### src/mmad_defines.vh
`ifndef MMAD_DEFINES_VH
`define MMAD_DEFINES_VH

// bus widths
`define MMAD_AD_W        8
`define MMAD_HI_W        5
`define MMAD_ADDR_W      13
`define MMAD_NV_OFS_W    10

// peripheral windows, inclusive bounds on the full address
`define MMAD_RTC_LO      13'h0080
`define MMAD_RTC_HI      13'h008f
`define MMAD_SER_LO      13'h0090
`define MMAD_SER_HI      13'h0093
`define MMAD_DISP_ADDR   13'h00a0
`define MMAD_VOICE_ADDR  13'h00b0
`define MMAD_EXP_LO      13'h00c2
`define MMAD_EXP_HI      13'h00c8

// memory windows, inclusive bounds on the full address
`define MMAD_NV_LO       13'h0100
`define MMAD_NV_HI       13'h04ff
`define MMAD_ROM_LO      13'h0500
`define MMAD_ROM_HI      13'h1fff

// reset value of the holding latch (an unmapped address)
`define MMAD_ADDR_RST    13'h0000

// clock rate and time-of-day constants
`define MMAD_CLK_HZ      40000000
`define MMAD_SEC_PERIOD_S 1
`define MMAD_TONE_HZ     1024
`define MMAD_HOURS_MAX   5'h17
`define MMAD_MINSEC_MAX  6'h3b

`endif

### src/mmad_sync.v
`timescale 1ns/1ps
`default_nettype none

// two-flop synchroniser for a bundle of asynchronous pin levels
module mmad_sync #(
    parameter W = 1
) (
    input  wire         clk,
    input  wire         rst_n,
    input  wire [W-1:0] async_in,
    output reg  [W-1:0] sync_out
);

    reg [W-1:0] meta_q;    // first stage, read only by the second stage

    // both stages clear on reset, then follow the pins
    always @(posedge clk)
    begin
        if (!rst_n)
        begin
            meta_q   <= {W{1'b0}};
            sync_out <= {W{1'b0}};
        end
        else
        begin
            meta_q   <= async_in;
            sync_out <= meta_q;
        end
    end

endmodule // mmad_sync

`default_nettype wire

### src/mmad_rtc.v
`timescale 1ns/1ps
`default_nettype none
`include "mmad_defines.vh"

// time-of-day counter in 24-hour form with a square-wave tone output
module mmad_rtc #(
    parameter SEC_CYCLES  = `MMAD_CLK_HZ * `MMAD_SEC_PERIOD_S,
    parameter HALF_CYCLES = `MMAD_CLK_HZ / (2 * `MMAD_TONE_HZ)
) (
    input  wire       clk,
    input  wire       rst_n,
    input  wire       tone_enable,
    output reg  [4:0] hours_q,
    output reg  [5:0] minutes_q,
    output reg  [5:0] seconds_q,
    output reg        tone_square_wave_out
);

    reg  [31:0] sec_cnt_q;   // cycles within the current second
    reg  [31:0] tone_cnt_q;  // cycles within the current half period
    wire        sec_tick;    // last cycle of a second

    assign sec_tick = (sec_cnt_q == SEC_CYCLES - 1);

    // seconds, minutes and hours roll over at 59, 59 and 23
    always @(posedge clk)
    begin
        if (!rst_n)
        begin
            sec_cnt_q <= 32'h0000_0000;
            seconds_q <= 6'h00;
            minutes_q <= 6'h00;
            hours_q   <= 5'h00;
        end
        else if (sec_tick)
        begin
            sec_cnt_q <= 32'h0000_0000;
            if (seconds_q == `MMAD_MINSEC_MAX)
            begin
                seconds_q <= 6'h00;
                if (minutes_q == `MMAD_MINSEC_MAX)
                begin
                    minutes_q <= 6'h00;
                    // wrap after hour 23, never shows 24
                    if (hours_q == `MMAD_HOURS_MAX)
                        hours_q <= 5'h00;
                    else
                        hours_q <= hours_q + 5'h01;
                end
                else
                    minutes_q <= minutes_q + 6'h01;
            end
            else
                seconds_q <= seconds_q + 6'h01;
        end
        else
            sec_cnt_q <= sec_cnt_q + 32'h0000_0001;
    end

    // keypad beep tone, held low while the tone is off
    always @(posedge clk)
    begin
        if (!rst_n || !tone_enable)
        begin
            tone_cnt_q           <= 32'h0000_0000;
            tone_square_wave_out <= 1'b0;
        end
        else if (tone_cnt_q == HALF_CYCLES - 1)
        begin
            tone_cnt_q           <= 32'h0000_0000;
            tone_square_wave_out <= ~tone_square_wave_out;
        end
        else
            tone_cnt_q <= tone_cnt_q + 32'h0000_0001;
    end

endmodule // mmad_rtc

`default_nettype wire

### src/mmad_top.v
`timescale 1ns/1ps
`default_nettype none
`include "mmad_defines.vh"

// address latch and memory map decoder for a multiplexed bus
//
// timing, counted from the clock edge that launches the strobe pin:
//   edge 1  first flop takes strobe and address pins together
//   edge 2  second flop; the strobe rise is seen here
//   edge 3  holding latch loads the address
//   edge 4  selects, enables and address lines update
// the outputs then stand until the next strobe rise moves them
module mmad_top #(
    parameter SEC_CYCLES  = `MMAD_CLK_HZ * `MMAD_SEC_PERIOD_S,
    parameter HALF_CYCLES = `MMAD_CLK_HZ / (2 * `MMAD_TONE_HZ)
) (
    // clock and synchronous active-low reset
    input  wire                       clk,
    input  wire                       rst_n,
    // processor side pins, all outside the clock domain
    input  wire [`MMAD_AD_W-1:0]      ad_bus,
    input  wire [`MMAD_HI_W-1:0]      addr_hi,
    input  wire                       address_latch_strobe,
    input  wire                       tone_enable,
    // peripheral selects, active low
    output reg                        clock_select_n,
    output reg                        serial_select_n,
    output reg                        display_select_n,
    output reg                        voice_select_n,
    output reg                        expander_select_n,
    output reg                        nvram_enable_n,
    output reg                        eprom_enable_n,
    // memory-side address lines and map status
    output reg  [`MMAD_NV_OFS_W-1:0]  nvram_addr_q,
    output reg  [`MMAD_ADDR_W-1:0]    eprom_addr_q,
    output reg                        unmapped_q,
    // time of day and keypad beep tone
    output wire [4:0]                 rtc_hours,
    output wire [5:0]                 rtc_minutes,
    output wire [5:0]                 rtc_seconds,
    output wire                       tone_square_wave_out
);

    // width of the bundle of pins that pass the synchroniser
    localparam SYNC_W = `MMAD_AD_W + `MMAD_HI_W + 2;

    // reset address, split into the halves of the holding latch
    localparam [`MMAD_ADDR_W-1:0] ADDR_RST    = `MMAD_ADDR_RST;
    localparam [`MMAD_AD_W-1:0]   ADDR_LO_RST = ADDR_RST[`MMAD_AD_W-1:0];
    localparam [`MMAD_HI_W-1:0]   ADDR_HI_RST =
        ADDR_RST[`MMAD_ADDR_W-1:`MMAD_AD_W];

    // idle values of the memory-side address lines
    localparam [`MMAD_NV_OFS_W-1:0] NV_ADDR_IDLE  = {`MMAD_NV_OFS_W{1'b0}};
    localparam [`MMAD_ADDR_W-1:0]   ROM_ADDR_IDLE = {`MMAD_ADDR_W{1'b0}};

    // true when an address lies in an inclusive window
    // (both bounds belong to the window)
    function in_window;
        input [`MMAD_ADDR_W-1:0] addr;
        input [`MMAD_ADDR_W-1:0] lo;
        input [`MMAD_ADDR_W-1:0] hi;
        begin
            in_window = (addr >= lo) && (addr <= hi);
        end
    endfunction

    // synchronised pin bundle and its unpacked fields
    wire [SYNC_W-1:0]         pins_async;   // raw pins, outside the clock
    wire [SYNC_W-1:0]         pins_sync;    // after two flip-flops
    wire [`MMAD_AD_W-1:0]     ad_s;         // multiplexed address/data
    wire [`MMAD_HI_W-1:0]     hi_s;         // upper address lines
    wire                      strobe_s;     // address strobe level
    wire                      tone_en_s;    // tone request level

    // latch state and strobe edge detection
    reg                       strobe_prev_q;  // strobe level last cycle
    wire                      strobe_rise;    // strobe went high
    reg  [`MMAD_AD_W-1:0]     addr_lo_q;      // holding latch, low byte
    reg  [`MMAD_HI_W-1:0]     addr_hi_q;      // upper lines at the strobe
    wire [`MMAD_ADDR_W-1:0]   addr_full;      // decoded address

    // next values of the decoder outputs
    reg                       clk_sel_d;     // clock window hit
    reg                       ser_sel_d;     // serial window hit
    reg                       disp_sel_d;    // display address hit
    reg                       voice_sel_d;   // voice address hit
    reg                       exp_sel_d;     // expander window hit
    reg                       nv_sel_d;      // RAM window hit
    reg                       rom_sel_d;     // EPROM window hit
    wire                      any_hit_d;     // some window matched
    reg  [`MMAD_ADDR_W-1:0]   nv_ofs_full;   // RAM offset before trim

    // gather every asynchronous pin into one bundle
    // so a single synchroniser instance serves them all
    assign pins_async = {tone_enable, address_latch_strobe, addr_hi,
                         ad_bus};

    // two flip-flops ahead of any logic that reads a pin; address and
    // strobe travel through the same stages, so they stay aligned and
    // the address must stand at the pins from one clock before the
    // strobe rises until one clock after it
    mmad_sync #(
        .W        (SYNC_W)
    ) u_sync (
        .clk      (clk),
        .rst_n    (rst_n),
        .async_in (pins_async),
        .sync_out (pins_sync)
    );

    // split the synchronised bundle back into its fields
    // (the order matches the concatenation that built the bundle)
    assign ad_s      = pins_sync[`MMAD_AD_W-1:0];
    assign hi_s      = pins_sync[`MMAD_AD_W+`MMAD_HI_W-1:`MMAD_AD_W];
    assign strobe_s  = pins_sync[`MMAD_AD_W+`MMAD_HI_W];
    assign tone_en_s = pins_sync[`MMAD_AD_W+`MMAD_HI_W+1];

    // a rising strobe is seen on the synchronised level only; a pulse
    // shorter than one clock may slip between the samples
    assign strobe_rise = strobe_s & ~strobe_prev_q;

    // remember the strobe level for edge detection
    always @(posedge clk)
    begin
        if (!rst_n)
        begin
            // idle level of the pin, so no false edge after reset
            strobe_prev_q <= 1'b0;
        end
        else
        begin
            // one cycle behind the synchronised strobe
            strobe_prev_q <= strobe_s;
        end
    end

    // holding latch: the bus carries the address only near the strobe,
    // so the low byte is caught there and held until the next strobe
    always @(posedge clk)
    begin
        if (!rst_n)
        begin
            // reset points at an unmapped address so nothing is selected
            addr_lo_q <= ADDR_LO_RST;
            addr_hi_q <= ADDR_HI_RST;
        end
        else if (strobe_rise)
        begin
            // catch both halves of the address at the strobe
            addr_lo_q <= ad_s;
            addr_hi_q <= hi_s;
        end
        else
        begin
            // between strobes the bus carries data; keep the address
            addr_lo_q <= addr_lo_q;
            addr_hi_q <= addr_hi_q;
        end
    end

    // the decoded address joins the held upper lines to the latch
    assign addr_full = {addr_hi_q, addr_lo_q};

    // window decode; the chain makes the hits mutually exclusive even
    // if a window constant is ever edited to overlap another;
    // the peripheral windows need the upper lines at zero, since they
    // are compared against the full thirteen-bit address
    always @*
    begin
        clk_sel_d   = 1'b0;
        ser_sel_d   = 1'b0;
        disp_sel_d  = 1'b0;
        voice_sel_d = 1'b0;
        exp_sel_d   = 1'b0;
        nv_sel_d    = 1'b0;
        rom_sel_d   = 1'b0;
        // peripheral windows first, all in the low page
        if (in_window(addr_full, `MMAD_RTC_LO, `MMAD_RTC_HI))
            clk_sel_d = 1'b1;
        else if (in_window(addr_full, `MMAD_SER_LO, `MMAD_SER_HI))
            ser_sel_d = 1'b1;
        else if (addr_full == `MMAD_DISP_ADDR)
            disp_sel_d = 1'b1;
        else if (addr_full == `MMAD_VOICE_ADDR)
            voice_sel_d = 1'b1;
        else if (in_window(addr_full, `MMAD_EXP_LO, `MMAD_EXP_HI))
            exp_sel_d = 1'b1;
        // then the two memory windows
        else if (in_window(addr_full, `MMAD_NV_LO, `MMAD_NV_HI))
            nv_sel_d = 1'b1;
        else if (in_window(addr_full, `MMAD_ROM_LO, `MMAD_ROM_HI))
            rom_sel_d = 1'b1;
        else
        begin
            // gaps in the map select nothing
            clk_sel_d = 1'b0;
        end
    end

    // RAM offset: only 1024 bytes of the part lie in the window;
    // the difference is thirteen bits, only its low ten reach the pins
    always @*
    begin
        nv_ofs_full = addr_full - `MMAD_NV_LO;
    end

    // one "some window matched" term keeps the unmapped flag in step
    // with the selects, since it is built from the very same hits
    assign any_hit_d = clk_sel_d | ser_sel_d | disp_sel_d | voice_sel_d |
                       exp_sel_d | nv_sel_d  | rom_sel_d;

    // registered, active-low selects; all high during reset
    // registering them keeps decode glitches off the select pins while
    // the latch and the comparators settle
    always @(posedge clk)
    begin
        if (!rst_n)
        begin
            // nothing is selected while in reset
            clock_select_n    <= 1'b1;
            serial_select_n   <= 1'b1;
            display_select_n  <= 1'b1;
            voice_select_n    <= 1'b1;
            expander_select_n <= 1'b1;
            nvram_enable_n    <= 1'b1;
            eprom_enable_n    <= 1'b1;
        end
        else
        begin
            // low while the window is decoded, high otherwise
            clock_select_n    <= ~clk_sel_d;
            serial_select_n   <= ~ser_sel_d;
            display_select_n  <= ~disp_sel_d;
            voice_select_n    <= ~voice_sel_d;
            expander_select_n <= ~exp_sel_d;
            // the memory enables follow the same rule as the selects
            nvram_enable_n    <= ~nv_sel_d;
            eprom_enable_n    <= ~rom_sel_d;
        end
    end

    // memory-side address lines and the unmapped flag
    // the lines idle at zero whenever their part is not enabled
    always @(posedge clk)
    begin
        if (!rst_n)
        begin
            // idle address lines; the held address is unmapped
            nvram_addr_q <= NV_ADDR_IDLE;
            eprom_addr_q <= ROM_ADDR_IDLE;
            unmapped_q   <= 1'b1;
        end
        else
        begin
            // upper RAM bytes are never addressed
            if (nv_sel_d)
                nvram_addr_q <= nv_ofs_full[`MMAD_NV_OFS_W-1:0];
            else
                nvram_addr_q <= NV_ADDR_IDLE;  // RAM not selected
            // the EPROM sees the address as is, so only its top
            // bytes from 500H upward are ever reached
            if (rom_sel_d)
                eprom_addr_q <= addr_full;
            else
                eprom_addr_q <= ROM_ADDR_IDLE; // EPROM not selected
            // no window at all matched the held address
            unmapped_q <= ~any_hit_d;
        end
    end

    // time-of-day clock with its beep tone generator; the second and
    // half-period counts are parameters so a simulation can shorten
    // them, and the tone rate is a choice of ours, not of the clock
    mmad_rtc #(
        .SEC_CYCLES           (SEC_CYCLES),
        .HALF_CYCLES          (HALF_CYCLES)
    ) u_rtc (
        .clk                  (clk),
        .rst_n                (rst_n),
        .tone_enable          (tone_en_s),
        .hours_q              (rtc_hours),
        .minutes_q            (rtc_minutes),
        .seconds_q            (rtc_seconds),
        .tone_square_wave_out (tone_square_wave_out)
    );

endmodule // mmad_top

`default_nettype wire

### config.mk
export PLATFORM = sky130hd
export DESIGN_NAME = mmad_top
export DESIGN_NICKNAME = d
export VERILOG_FILES = /design/src/mmad_sync.v /design/src/mmad_rtc.v /design/src/mmad_top.v
export VERILOG_INCLUDE_DIRS = /design/src
export SDC_FILE = /design/constraint.sdc
export NUM_CORES = 1
export LEC_CHECK = 0
export ABC_CLOCK_PERIOD_IN_PS = 2600
export BUFFER_PORTS_ARGS = -buffer_cell sky130_fd_sc_hd__buf_2
export CORE_UTILIZATION = 53
export DETAILED_ROUTE_END_ITERATION = 6
export GPL_TIMING_DRIVEN = 0
export PLACE_DENSITY_LB_ADDON = 0.05
export SYNTH_ARGS = -nofsm -noshare
export SYNTH_HDL_FRONTEND = slang
export SYNTH_SLANG_ARGS = --single-unit
### constraint.sdc
create_clock -name clk -period 2.6 [get_ports clk]
set_input_delay 0.13 -clock clk [delete_from_list [all_inputs] [get_ports clk]]
set_output_delay 0.13 -clock clk [all_outputs]
set_load 0.02 [all_outputs]
==> run_results.csv <==
group,metric,value,unit
synthesis,synthesis.nets,731,
floorplanning,die_h,111,um
routing,route.vias.total,5155,
power_and_ir_drop,power.density,679,mW/mm2
routing,highest_layer,"met4",
synthesis,synthCells,705,
cts,cts_setup_buffers,0,
routing,route.met3.wl,491,um
synthesis,synth_common_cells,"157 x dfxtp_1, 77 x nor2_1, 72 x nand2_1",
synthesis,synth.distinct_cells,59,
synthesis,synth_ff_type,"dfxtp_1",
setup_path,arrival,2.71,ns
routing,drc,8,
routing,wirelength,13000,um
synthesis,yosysWarnings,0,
floorplanning,die_area,0.0124,mm2
grt,grt_pass1_vias,4820,
sta,fmax,0.414,GHz
hold_path,hold_class,"primary input to flip-flop",
grt,antenna_found_initial,0,
routing,first_pass_iters,6,
setup_path,cp.required,2.89,ns
status,violations,"DRC",
power_and_ir_drop,peakVddDrop,386,uV
power_and_ir_drop,p_leak,0.00281,uW
routing,met2_length,6250,um
routing,antenna_left,0,
sta,hold_ws,0.0262,ns
cts,cts_tree,"built",
floorplanning,start_util,54.9,%
place,gp_congestion,0.846,
floorplanning,ios,66,
grt,overflow,0,
grt,grt_pass1_wl,22000,um
sta,tns,0,ns
synthesis,synth_top_area_cell,"dfxtp_1",
sta,final_max_slew_viol_count,0,
cts,htreeDepth,4,
setup_path,path_max_fanout,10,
routing,drt_iter0_markers,341,
routing,avgViaCountPerCell,5.37,
sta,worst_pin_slew,1.23,ns
finish,fillers,990,
cts,clk_latency,0.43,ns
status,status,"finished with violations",
floorplanning,design.core.area,0.0116,mm2
finish,antenna_cells,0,
floorplanning,die_w,111,um
place,port_buffers,65,
setup_path,startpoint_type,"flip-flop",
flow_run,maxCapViolCount,0,
place,dp_hpwl,9010,um
cts,numCtsBuffers,17,
cts,path_clk_slew,0.06,ns
sta,setup_viol,0,
setup_path,path_class,"flip-flop to flip-flop",
sta,fin_skew,0.00587,ns
synthesis,synth_seq_area_share,49.5,%
synthesis,syn_area,0.00635,mm2
sta,rsz0062_at_grt,"true",
sta,finalHoldViolations,0,
cts,clockBufferDepth,2,
synthesis,ys_seq_elements,157,
finish,utilization,66.2,%
synthesis,netlist.area_leader.share,49.5,%
grt,track_usage,22.1,%
synthesis,yosysMostFrequentCell,"dfxtp_1",
grt,grt_max_degree,17,
cts,cts_root_buf,"clkbuf_16",
routing,drt-wirelength-per-cell,13.5,um
synthesis,ys_top_cells_by_area,"dfxtp_1 49%, nor2_1 4.5%, xor2_1 4.4%, nand2_1 4.3%, xnor2_1 3.3%",
finish,num-nets-final,830,
sta,maxSlewHeadroom,17.1,%
synthesis,async_flop_share,0,%
cts,numClockSinks,157,
sta,fin_crit,2.42,ns
routing,met1_length,6010,um
setup_path,cp-end-kind,"flip-flop",
floorplanning,rows,39,
synthesis,syn_avg_cell_area,9.01,um2
synthesis,synth-edff-count,0,
finish,syn2layout_area_growth,20.4,%
finish,drive_gt1_share,17.0,%
sta,period_share,93.0,%
logic make-up after synthesis:
| kind of cell | after synthesis | share of synthesized area (%) |
|---|---|---|
| simple gates | 365 | 30.2 |
| flops | 157 | 49.5 |
| compound gates | 65 | 6.44 |
| xor+xnor | 56 | 7.72 |
| buf+inv | 50 | 3.92 |
| fa+ha+maj | 9 | 1.77 |
| mux | 3 | 0.473 |
layout make-up:
cell class	count	area [um2]	share of cell area (%)
inverters	20	75.1	0.981
well taps	143	179	2.34
flip-flops and latches	157	3140	41.1
repair buffers	80	475	6.21
clock buffers	20	467	6.10
clock inverters	12	166	2.17
multi-input cells	498	2970	38.8
plain buffers	30	179	2.34
worst max-delay path, cell delays in order (launching register included):
cell	delay, ns
dfxtp_1	0.39
inv_1	0.09
ha_1	0.16
or4b_1	0.49
or4_1	0.55
a2bb2oi_1	0.18
nand4_1	0.14
buf_2	0.22
nor3_1	0.07
sequential cells by signal, summed over array words and instances (netlist names), 5 cells and up:
signal and flops:
u_rtc.minutes_q 6, nvram_addr_q 10, u_sync.meta_q 15, addr_lo_q 8, u_rtc.hours_q 5, addr_hi_q 5, u_rtc.sec_cnt_q 32, eprom_addr_q 13
u_rtc.seconds_q 6, u_rtc.tone_cnt_q 32, u_sync.sync_out 15
cell usage in the layout, fill, tap and decap left out, types with 15 or more instances in the layout:
cell type	instances
a21oi_1	26
and2_1	32
buf_2	68
clkbuf_16	17
dfxtp_1	157
dlygate4sd3_1	15
inv_1	19
nand2_1	72
nand3_1	38
nand4_1	21
nor2_1	77
nor3_1	28
nor4_1	16
xnor2_1	24
xor2_1	32
power by group:
part,internal (uW),switching [uW]
sequential,2440,12.9
combinational,61.1,78.4
clock,1670,935
stage by stage:
| stage | total power, uW | cells | area (um2) | worst slack [ns] |
|---|---|---|---|---|
| after floorplan | 2580 | 705 | 6350 | 0.441 |
| after global placement | 2620 | 913 | 6860 | 0.127 |
| after detailed placement | 2630 | 913 | 6860 | 0.121 |
| after CTS | 5240 | 960 | 7640 | 0.104 |
| after global routing | 5380 | 960 | 7650 | -0.0143 |
| final | 5200 | 960 | 7650 | 0.183 |
worst paths after layout:
path                          from                  to  slack (ns)  cells after the start
setup / recovery      addr_hi_q[0]     nvram_addr_q[7]        0.18                      8
hold / removal               rst_n   expander_select_n        0.03                      3
hold reg to reg   u_sync.meta_q[4]  u_sync.sync_out[4]        0.43                      1
setup reg to reg      addr_hi_q[0]     nvram_addr_q[7]        0.18                      8
layer usage:
layer | global-route usage [%] | vias up
met5 | 0 | -
met4 | 10.7 | 0
met3 | 4.03 | 18
met2 | 37.7 | 120
met1 | 27.0 | 2390
li1 | - | 2627
repair_timing:
| item | in CTS | in global routing |
|---|---|---|
| gates resized for setup | 0 | 9 |
| hold endpoints to repair | 15 | 0 |
| hold buffers | 15 | 0 |
| setup endpoints to repair | 0 | 22 |
Note: power is estimated with default switching activity, not from simulation.
